`src/logic/swl_pkg.sv`:
```
// Package: timing constants and types for the single-wire bit-frame link client
package swl_pkg;
  localparam int unsigned CLK_HZ               = 20_000_000;
  localparam int unsigned NS_PER_CLK           = 50;
  // Times in nanoseconds, as printed
  localparam int unsigned GLITCH_FILTER_NS     = 500;
  localparam int unsigned ONE_LOW_MAX_NS       = 2_000;
  localparam int unsigned ZERO_LOW_MIN_NS      = 6_000;
  localparam int unsigned ONE_LOW_MAX_STD_NS   = 8_000;
  localparam int unsigned ZERO_LOW_MIN_STD_NS  = 24_000;
  localparam int unsigned ACK_MIN_NS           = 8_000;
  localparam int unsigned ACK_MAX_NS           = 24_000;
  localparam int unsigned HOLD0_MIN_NS         = 2_000;
  localparam int unsigned HOLD0_MAX_NS         = 6_000;
  localparam int unsigned HOLD0_MIN_STD_NS     = 8_000;
  localparam int unsigned HOLD0_MAX_STD_NS     = 24_000;
  localparam int unsigned RESET_LOW_NS         = 96_000;
  localparam int unsigned RESET_LOW_STD_NS     = 480_000;
  localparam int unsigned DISCHARGE_LOW_NS     = 150_000;
  localparam int unsigned START_STOP_HIGH_NS   = 150_000;
  localparam int unsigned START_STOP_HIGH_STD_NS = 600_000;
  // Cycle counts: least times round up, sample points sit midway
  localparam int unsigned GLITCH_CYC   = (GLITCH_FILTER_NS + NS_PER_CLK - 1) / NS_PER_CLK;
  localparam int unsigned SAMPLE_HS_CYC  = (ONE_LOW_MAX_NS + ZERO_LOW_MIN_NS) / 2 / NS_PER_CLK;
  localparam int unsigned SAMPLE_STD_CYC =
    (ONE_LOW_MAX_STD_NS + ZERO_LOW_MIN_STD_NS) / 2 / NS_PER_CLK;
  localparam int unsigned ACK_CYC      = (ACK_MIN_NS + ACK_MAX_NS) / 2 / NS_PER_CLK;
  localparam int unsigned HOLD0_HS_CYC = (HOLD0_MIN_NS + HOLD0_MAX_NS) / 2 / NS_PER_CLK;
  localparam int unsigned HOLD0_STD_CYC =
    (HOLD0_MIN_STD_NS + HOLD0_MAX_STD_NS) / 2 / NS_PER_CLK;
  localparam int unsigned RESET_HS_CYC  = (RESET_LOW_NS + NS_PER_CLK - 1) / NS_PER_CLK;
  localparam int unsigned RESET_STD_CYC = (RESET_LOW_STD_NS + NS_PER_CLK - 1) / NS_PER_CLK;
  localparam int unsigned HIGH_HS_CYC   = (START_STOP_HIGH_NS + NS_PER_CLK - 1) / NS_PER_CLK;
  localparam int unsigned HIGH_STD_CYC  =
    (START_STOP_HIGH_STD_NS + NS_PER_CLK - 1) / NS_PER_CLK;
  localparam int unsigned TMR_W = 15;
  localparam logic [3:0]  DEV_TYPE_CODE = 4'h000a;
  localparam logic [3:0]  BIT_FRAMES_PER_BYTE = 4'h0008;

  typedef enum logic [2:0] {
    SWL_ST_UNDISCOVERED,
    SWL_ST_IDLE,
    SWL_ST_RX,
    SWL_ST_TX
  } swl_state_type;
endpackage : swl_pkg
```
`src/logic/swl_frame_if.sv`:
```
// Interface: frame events between the line filter and the frame engine
`timescale 1ns/1ps
`default_nettype none
interface swl_frame_if;
  logic line_lvl;
  logic fall_evt;
  modport filter (output line_lvl, output fall_evt);
  modport engine (input line_lvl, input fall_evt);
endinterface : swl_frame_if
`default_nettype wire

```
`src/logic/swl_client.sv`:
```
// Single-wire bit-frame link client: reset, discovery, bit frames and byte framing
`timescale 1ns/1ps
`default_nettype none
module swl_client
  import swl_pkg::*;
#(
  parameter int unsigned RESET_CYCLES_HS  = RESET_HS_CYC,
  parameter int unsigned RESET_CYCLES_STD = RESET_STD_CYC,
  parameter int unsigned HIGH_CYCLES_HS   = HIGH_HS_CYC,
  parameter int unsigned HIGH_CYCLES_STD  = HIGH_STD_CYC
) (
  input  wire logic       ref_clk_in,
  input  wire logic       reset_in,
  input  wire logic       line_in,
  output logic            line_out,
  output logic            line_oe_out,
  input  wire logic       std_speed_in,
  input  wire logic       busy_in,
  input  wire logic [7:0] tx_byte_in,
  input  wire logic       rx_ack_in,
  output logic            discovered_out,
  output logic            start_out,
  output logic [7:0]      rx_byte_out,
  output logic            rx_valid_out,
  output logic            rx_first_out,
  output logic [3:0]      opcode_out,
  output logic            tx_load_out,
  output logic            tx_nack_out,
  output logic            line_reset_out
);
  if (RESET_CYCLES_HS < 1 || RESET_CYCLES_STD >= (1 << TMR_W) ||
      HIGH_CYCLES_STD >= (1 << TMR_W) || HIGH_CYCLES_HS < 1) begin : g_bad_cycles
    $error("Cycle parameters out of range");
  end

  swl_frame_if frm ();
  swl_line_filter u_filter (
    .ref_clk_in (ref_clk_in),
    .reset_in   (reset_in),
    .line_in    (line_in),
    .frm        (frm)
  );

  swl_state_type      st_r,   st_nxt;
  logic [TMR_W-1:0]   tmr_r,  tmr_nxt;
  logic [TMR_W-1:0]   hi_r,   hi_nxt;
  logic [3:0]         bit_r,  bit_nxt;
  logic [7:0]         sh_r,   sh_nxt;
  logic               first_r, first_nxt;
  logic               rd_r,   rd_nxt;
  logic               drv_r,  drv_nxt;
  logic [TMR_W-1:0]   drv_len_r, drv_len_nxt;
  logic               smp_done_r, smp_done_nxt;
  logic               disc_r, disc_nxt;
  logic               start_r, start_nxt;
  logic [7:0]         rxb_r,  rxb_nxt;
  logic               rxv_r,  rxv_nxt;
  logic               rxf_r,  rxf_nxt;
  logic [3:0]         op_r,   op_nxt;
  logic               ld_r,   ld_nxt;
  logic               nack_r, nack_nxt;
  logic               lrst_r, lrst_nxt;
  logic               std_r,  std_nxt;

  logic [TMR_W-1:0] smp_pt;
  logic [TMR_W-1:0] hold0;
  logic [TMR_W-1:0] rst_len;
  logic [TMR_W-1:0] hi_len;

  always_comb begin
    smp_pt  = std_r ? TMR_W'(SAMPLE_STD_CYC) : TMR_W'(SAMPLE_HS_CYC);
    hold0   = std_r ? TMR_W'(HOLD0_STD_CYC) : TMR_W'(HOLD0_HS_CYC);
    rst_len = busy_in ? TMR_W'(DISCHARGE_LOW_NS / NS_PER_CLK)
            : (std_r ? TMR_W'(RESET_CYCLES_STD) : TMR_W'(RESET_CYCLES_HS));
    hi_len  = std_r ? TMR_W'(HIGH_CYCLES_STD) : TMR_W'(HIGH_CYCLES_HS);
  end

  always_comb begin
    st_nxt = st_r;
    tmr_nxt = (tmr_r == '1) ? tmr_r : tmr_r + TMR_W'(1);
    hi_nxt = frm.line_lvl ? ((hi_r == '1) ? hi_r : hi_r + TMR_W'(1)) : '0;
    bit_nxt = bit_r;
    sh_nxt = sh_r;
    first_nxt = first_r;
    rd_nxt = rd_r;
    drv_nxt = drv_r;
    drv_len_nxt = drv_len_r;
    smp_done_nxt = smp_done_r;
    disc_nxt = disc_r;
    start_nxt = 1'b0;
    rxb_nxt = rxb_r;
    rxv_nxt = 1'b0;
    rxf_nxt = rxf_r;
    op_nxt = op_r;
    ld_nxt = 1'b0;
    nack_nxt = 1'b0;
    lrst_nxt = 1'b0;
    std_nxt = std_speed_in;
    // Release the line once the programmed drive time has run out
    if (drv_r && tmr_r >= drv_len_r) begin
      drv_nxt = 1'b0;
    end
    // Start or stop: long high time ends any byte and rearms the first-byte flag
    if (frm.line_lvl && hi_r == hi_len - TMR_W'(1) && st_r != SWL_ST_UNDISCOVERED) begin
      start_nxt = 1'b1;
      first_nxt = 1'b1;
      bit_nxt = '0;
      st_nxt = SWL_ST_RX;
    end
    // Long low time is a line reset; come back undiscovered, with std_r cleared for one cycle only
    if (!frm.line_lvl && !drv_r && tmr_r == rst_len) begin
      lrst_nxt = 1'b1;
      std_nxt = 1'b0;
      disc_nxt = 1'b0;
      st_nxt = SWL_ST_UNDISCOVERED;
    end
    if (frm.fall_evt && !drv_r) begin
      tmr_nxt = '0;
      smp_done_nxt = 1'b0;
      case (st_r)
        SWL_ST_UNDISCOVERED: begin
          drv_nxt = 1'b1;
          drv_len_nxt = TMR_W'(ACK_CYC);
          disc_nxt = 1'b1;
          st_nxt = SWL_ST_IDLE;
        end
        SWL_ST_TX: begin
          // Output frame: pull low for a zero, leave released for a one
          if (rd_r && bit_r < BIT_FRAMES_PER_BYTE) begin
            drv_nxt = ~sh_r[7];
            drv_len_nxt = hold0;
          end
        end
        SWL_ST_RX: begin
          // Ninth frame after a received byte: answer acknowledge as a zero frame
          if (bit_r == BIT_FRAMES_PER_BYTE) begin
            drv_nxt = rx_ack_in;
            drv_len_nxt = hold0;
          end
        end
        default: begin
        end
      endcase
    end
    // Sample point inside the frame
    if (!smp_done_r && tmr_r == smp_pt && (st_r == SWL_ST_RX || st_r == SWL_ST_TX)) begin
      smp_done_nxt = 1'b1;
      if (st_r == SWL_ST_RX) begin
        if (bit_r < BIT_FRAMES_PER_BYTE) begin
          sh_nxt = {sh_r[6:0], frm.line_lvl};
          bit_nxt = bit_r + 4'h0001;
          if (bit_r == BIT_FRAMES_PER_BYTE - 4'h0001) begin
            rxb_nxt = {sh_r[6:0], frm.line_lvl};
            rxv_nxt = 1'b1;
            rxf_nxt = first_r;
            if (first_r) begin
              op_nxt = sh_r[6:3];
            end
          end
        end else begin
          bit_nxt = '0;
          first_nxt = 1'b0;
          rd_nxt = rxb_r[0] && rxf_r;
          if (rd_r && !rxf_r) begin
            rd_nxt = 1'b0;
          end
          if (rxb_r[0] && rxf_r && rx_ack_in) begin
            st_nxt = SWL_ST_TX;
            sh_nxt = tx_byte_in;
            ld_nxt = 1'b1;
          end
        end
      end else begin
        if (bit_r < BIT_FRAMES_PER_BYTE) begin
          sh_nxt = {sh_r[6:0], 1'b1};
          bit_nxt = bit_r + 4'h0001;
        end else begin
          // Host acknowledge frame: zero continues the read, one ends it
          bit_nxt = '0;
          if (frm.line_lvl) begin
            nack_nxt = 1'b1;
            st_nxt = SWL_ST_IDLE;
          end else begin
            sh_nxt = tx_byte_in;
            ld_nxt = 1'b1;
          end
        end
      end
    end
  end

  always_ff @(posedge ref_clk_in) begin
    if (reset_in) begin
      st_r <= SWL_ST_UNDISCOVERED;
      tmr_r <= '1;
      hi_r <= '0;
      bit_r <= '0;
      sh_r <= 8'h00ff;
      first_r <= 1'b1;
      rd_r <= 1'b0;
      drv_r <= 1'b0;
      drv_len_r <= '0;
      smp_done_r <= 1'b1;
      disc_r <= 1'b0;
      start_r <= 1'b0;
      rxb_r <= 8'h0000;
      rxv_r <= 1'b0;
      rxf_r <= 1'b0;
      op_r <= 4'h0000;
      ld_r <= 1'b0;
      nack_r <= 1'b0;
      lrst_r <= 1'b0;
      std_r <= 1'b0;
    end else begin
      st_r <= st_nxt;
      tmr_r <= tmr_nxt;
      hi_r <= hi_nxt;
      bit_r <= bit_nxt;
      sh_r <= sh_nxt;
      first_r <= first_nxt;
      rd_r <= rd_nxt;
      drv_r <= drv_nxt;
      drv_len_r <= drv_len_nxt;
      smp_done_r <= smp_done_nxt;
      disc_r <= disc_nxt;
      start_r <= start_nxt;
      rxb_r <= rxb_nxt;
      rxv_r <= rxv_nxt;
      rxf_r <= rxf_nxt;
      op_r <= op_nxt;
      ld_r <= ld_nxt;
      nack_r <= nack_nxt;
      lrst_r <= lrst_nxt;
      std_r <= std_nxt;
    end
  end

  // Open drain: the line is only ever pulled low
  assign line_out       = 1'b0;
  assign line_oe_out    = drv_r;
  assign discovered_out = disc_r;
  assign start_out      = start_r;
  assign rx_byte_out    = rxb_r;
  assign rx_valid_out   = rxv_r;
  assign rx_first_out   = rxf_r;
  assign opcode_out     = op_r;
  assign tx_load_out    = ld_r;
  assign tx_nack_out    = nack_r;
  assign line_reset_out = lrst_r;
endmodule : swl_client
`default_nettype wire

```
`src/logic/swl_line_filter.sv`:
```
// Line filter: three-stage synchroniser, glitch rejection and falling-edge detection
`timescale 1ns/1ps
`default_nettype none
module swl_line_filter
  import swl_pkg::*;
#(
  parameter int unsigned GLITCH_CYCLES = GLITCH_CYC
) (
  input  wire logic    ref_clk_in,
  input  wire logic    reset_in,
  input  wire logic    line_in,
  swl_frame_if.filter  frm
);
  // The run counter is eight bits wide, so longer filters cannot be served
  if (GLITCH_CYCLES < 1 || GLITCH_CYCLES > 255) begin : g_bad_glitch
    $error("GLITCH_CYCLES out of range");
  end

  logic [2:0] sync_r;
  logic [2:0] sync_nxt;
  logic [7:0] run_r;
  logic [7:0] run_nxt;
  logic       lvl_r;
  logic       lvl_nxt;
  logic       fall_r;
  logic       fall_nxt;

  // A level must persist longer than the glitch width before it is accepted
  always_comb begin
    sync_nxt = {sync_r[1:0], line_in};
    lvl_nxt  = lvl_r;
    fall_nxt = 1'b0;
    run_nxt  = 8'h0000;
    if (sync_r[2] == sync_r[1] && sync_r[2] != lvl_r) begin
      run_nxt = run_r + 8'h0001;
      if (run_r >= 8'(GLITCH_CYCLES)) begin
        lvl_nxt  = sync_r[2];
        fall_nxt = ~sync_r[2];
        run_nxt  = 8'h0000;
      end
    end
  end

  always_ff @(posedge ref_clk_in) begin
    if (reset_in) begin
      sync_r <= 3'h7;
      run_r  <= 8'h0000;
      lvl_r  <= 1'b1;
      fall_r <= 1'b0;
    end else begin
      sync_r <= sync_nxt;
      run_r  <= run_nxt;
      lvl_r  <= lvl_nxt;
      fall_r <= fall_nxt;
    end
  end

  assign frm.line_lvl = lvl_r;
  assign frm.fall_evt = fall_r;
endmodule : swl_line_filter
`default_nettype wire

```
`config.mk`:
```
export PLATFORM = sky130hd
export DESIGN_NAME = swl_client
export DESIGN_NICKNAME = d
export VERILOG_FILES = /design/src/logic/swl_pkg.sv /design/src/logic/swl_frame_if.sv /design/src/logic/swl_client.sv /design/src/logic/swl_line_filter.sv
export SDC_FILE = /design/constraint.sdc
export NUM_CORES = 1
export LEC_CHECK = 0
export ABC_AREA = 1
export BUFFER_PORTS_ARGS = -buffer_cell sky130_fd_sc_hd__buf_2
export CELL_PAD_IN_SITES_DETAIL_PLACEMENT = 1
export CELL_PAD_IN_SITES_GLOBAL_PLACEMENT = 2
export CORE_UTILIZATION = 36
export DETAILED_ROUTE_END_ITERATION = 6
export GPL_ROUTABILITY_DRIVEN = 0
export PLACE_DENSITY_LB_ADDON = 0.12
export SYNTH_ARGS = -nofsm -noshare
export SYNTH_HDL_FRONTEND = slang
export SYNTH_HIERARCHICAL = 1
export SYNTH_SLANG_ARGS = --single-unit
export TNS_END_PERCENT = 50
```
`constraint.sdc`:
```
create_clock -name ref_clk_in -period 3.17 [get_ports ref_clk_in]
set_input_delay 0.634 -clock ref_clk_in [delete_from_list [all_inputs] [get_ports ref_clk_in]]
set_output_delay 0.634 -clock ref_clk_in [all_outputs]
set_load 0.03 [all_outputs]
```
==> impl_results.md <==
- Number of port buffers: 33
- Post-synth EDFFs: 0
- Cell area after synthesis: 4350 sq um
- Total grt overflow: 0
- Detailed-route via count: 4,201
- FP Rows: 39
- Critical path type: flop to flop
- DRT Wirelength: 12,200 um
- Met2 Use GR: 35.7%
- Yosys reg bits: 85
- Post-CTS setup buffer count: 0
- Routed vias/inst: 4.95
- Max Slew Vio Count: 0
- Post-layout worst setup margin: 0.955 ns
- FMAX: 451 MHz
- Pwr Density: 612 nW/um^2
- Count leader, synth: nand2_1
- Worst Hold Class: flop to flop
- Max_cap viols: 0
- Pleak: 2.46 nW
- Register area share after synthesis: 39.1%
- Post-synth top flop: dfxtp_1
- CTS Hold Buffers Added: 0
- Net count, final: 724
- Worst path top cell family by delay: simple AND/OR/NAND/NOR gates
- Worst Path Arrival: 2.50 ns
- Mean Syn Cell Area: 6.57 sq um
- DRC violations left: 4
- CTS tree: built
- Core area: 11,600 sq um
- GR Layer Usage met3: 3.21%
- Status: complete, but fails checks
- Crit. End Element: flop
- CP Launch Type: flop
- Synth cell types: 33
- # setup viols final: 0
- CP dominant cell by count: nand2_1
- Worst EP required: 3.45 ns
- CP max stage cell: nor2_2
- Root buffer cell: clkbuf_16
- Synth area leaders: dfxtp_1, nand2_1, inv_1
- Layer with the highest usage: met2
- Clock latency on the worst-skew pair: 0.35 ns
- Wire per inst: 14.3 um
- Area leader, netlist: dfxtp_1
- First drt pass iteration count: 6
- Hold_ws: 0.423 ns
- Slew HR: 45.1%
- Die width: 112 um
- WP buf/inv: 1
- Yosys Warn Count: 6
- Worst Max-Slew Pin Slew: 0.821 ns
- Largest net degree at the start of global routing: 46
- Synth cell count leaders: nand2_1, inv_1, nor2_1, dfxtp_1, nand3_1
- Share of layout cells above drive strength 1: 10.8%
- Clock skew: 0.00797 ns
- First-pass GRT wire length: 21,000 um
- Met1 Use GR: 27.1%
- Die ar.: 12,500 sq um
- TNS Setup: 0 ns
- Failing checks: DRC
- Post-route ant nets: 0
- TritonCTS Sinks: 85
- Cts bufs inserted: 9
- Post-CTS Resized: 0
- Post-Synthesis Cells: 663
- First-iteration detailed-routing DRC count: 128
- Hpwl dp: 9120 um
- Worst vdd ir: 0.305 mV
- Pre-CTS WS: 0.949 ns
- RSZ-0062 raised after global routing: false
- Number of global-route vias before repair: 4,367
- Top cell type's share of synthesized area: 39.1%
- Synth async-reset ratio: 0%
- Worst-path clk slew: 0.07 ns
- Layout area overhead: 13.8%
- Hold Fails Final Rpt: 0
- GR Util All Layers: 21.1%
- Die span in y: 112 um
- Ant diodes: 0
- Worst-path cell chain: inv_1 -> ha_1 -> nand2_1 -> nor2_1 -> nand2_1 -> nor2_2 -> nand2_1 -> nor2_4 -> nand2_1 -> nand3_1
- H-tree levels: 3
- Max Buffers Root-to-Sink: 2
- Largest stage delay on the critical path: 0.42 ns
- Tcrit/Tclk final: 69.9%
- CP Max Fanout: 11
- Initial Util: 37.5%
- Ports: 35
- Fin crit period: 2.21 ns
- Initial antenna violation count: 0
logic make-up after synthesis:
logic type                 after synthesis  share of synthesized area (%)
and+or+nand+nor                        391                           39.1
buffers and inverters                  114                           10.7
DFF                                     85                           39.1
AOI/OAI and AO/OA                       55                           6.90
adders and majority gates               10                           2.87
xor gates and xnor gates                 6                           1.21
other                                    2                          0.172
layout make-up:
type	instances	area, sq um
well taps	143	179
inverters	99	372
clock inverters	5	60.1
multi-input cells	467	2200
flip-flops and latches	85	1700
clock buffers	11	243
fillers	1525	6660
repair buffers	38	203
metrics by stage:
| step | util (%) | instances | power (mW) | cell area [sq um] |
|---|---|---|---|---|
| 3_3_place_gp | 40.1 | 832 | 1.94 | 4650 |
| 2_1_floorplan | - | 666 | 1.75 | 4370 |
| 5_1_grt | 42.7 | 848 | 3.23 | 4950 |
| 4_1_cts | 42.7 | 848 | 3.06 | 4950 |
| 3_5_place_dp | 40.1 | 832 | 1.96 | 4650 |
| 6_report | 42.7 | 848 | 3.03 | 4950 |
layer usage:
| metal | part of all wire (%) | routed length, um | vias up |
|---|---|---|---|
| li1 | - | - | 2156 |
| met1 | 49 | 5930 | 1985 |
| met2 | 47 | 5680 | 41 |
| met3 | 2.4 | 290 | 19 |
| met4 | 2.0 | 248 | 0 |
| met5 | 0 | 0 | - |
registers in the layout (all words and copies together), names as in the netlist, 3 cells and up:
| name | count |
|---|---|
| drv_len_r | 3 |
| sh_r | 8 |
| opcode_out | 4 |
| hi_r | 15 |
| u_filter/run_r | 8 |
| tmr_r | 15 |
| rx_byte_out | 8 |
| bit_r | 4 |
| st_r | 3 |
| u_filter/sync_r | 3 |
placed cells by master, fill, tap and decap left out, types with 9 or more instances in the layout:
cell       Yosys  final
a21oi_1       18     18
buf_2          4     33
clkbuf_16      0      9
dfxtp_1       85     85
ha_1          10     10
inv_1         93     93
nand2_1      193    193
nand3_1       61     61
nand4_1       14     14
nor2_1        86     86
nor3_1        17     17
o21ai_0       23     23
where the power goes:
part	internal, mW	switching [mW]	total [mW]
Sequential	1.15	0.0978	1.24
Clock	0.634	0.459	1.09
Combinational	0.236	0.458	0.694
worst paths after layout:
path                                    startpoint                  to  slack [ns]  cells past startpoint
worst min register to register  u_filter/sync_r[0]  u_filter/sync_r[1]        0.42                      1
worst min-delay path            u_filter/sync_r[0]  u_filter/sync_r[1]        0.42                      1
worst max-delay path                      tmr_r[0]             sh_r[3]        0.96                     10
worst max register to register            tmr_r[0]             sh_r[3]        0.96                     10
Power figures use the tool's default switching activity.
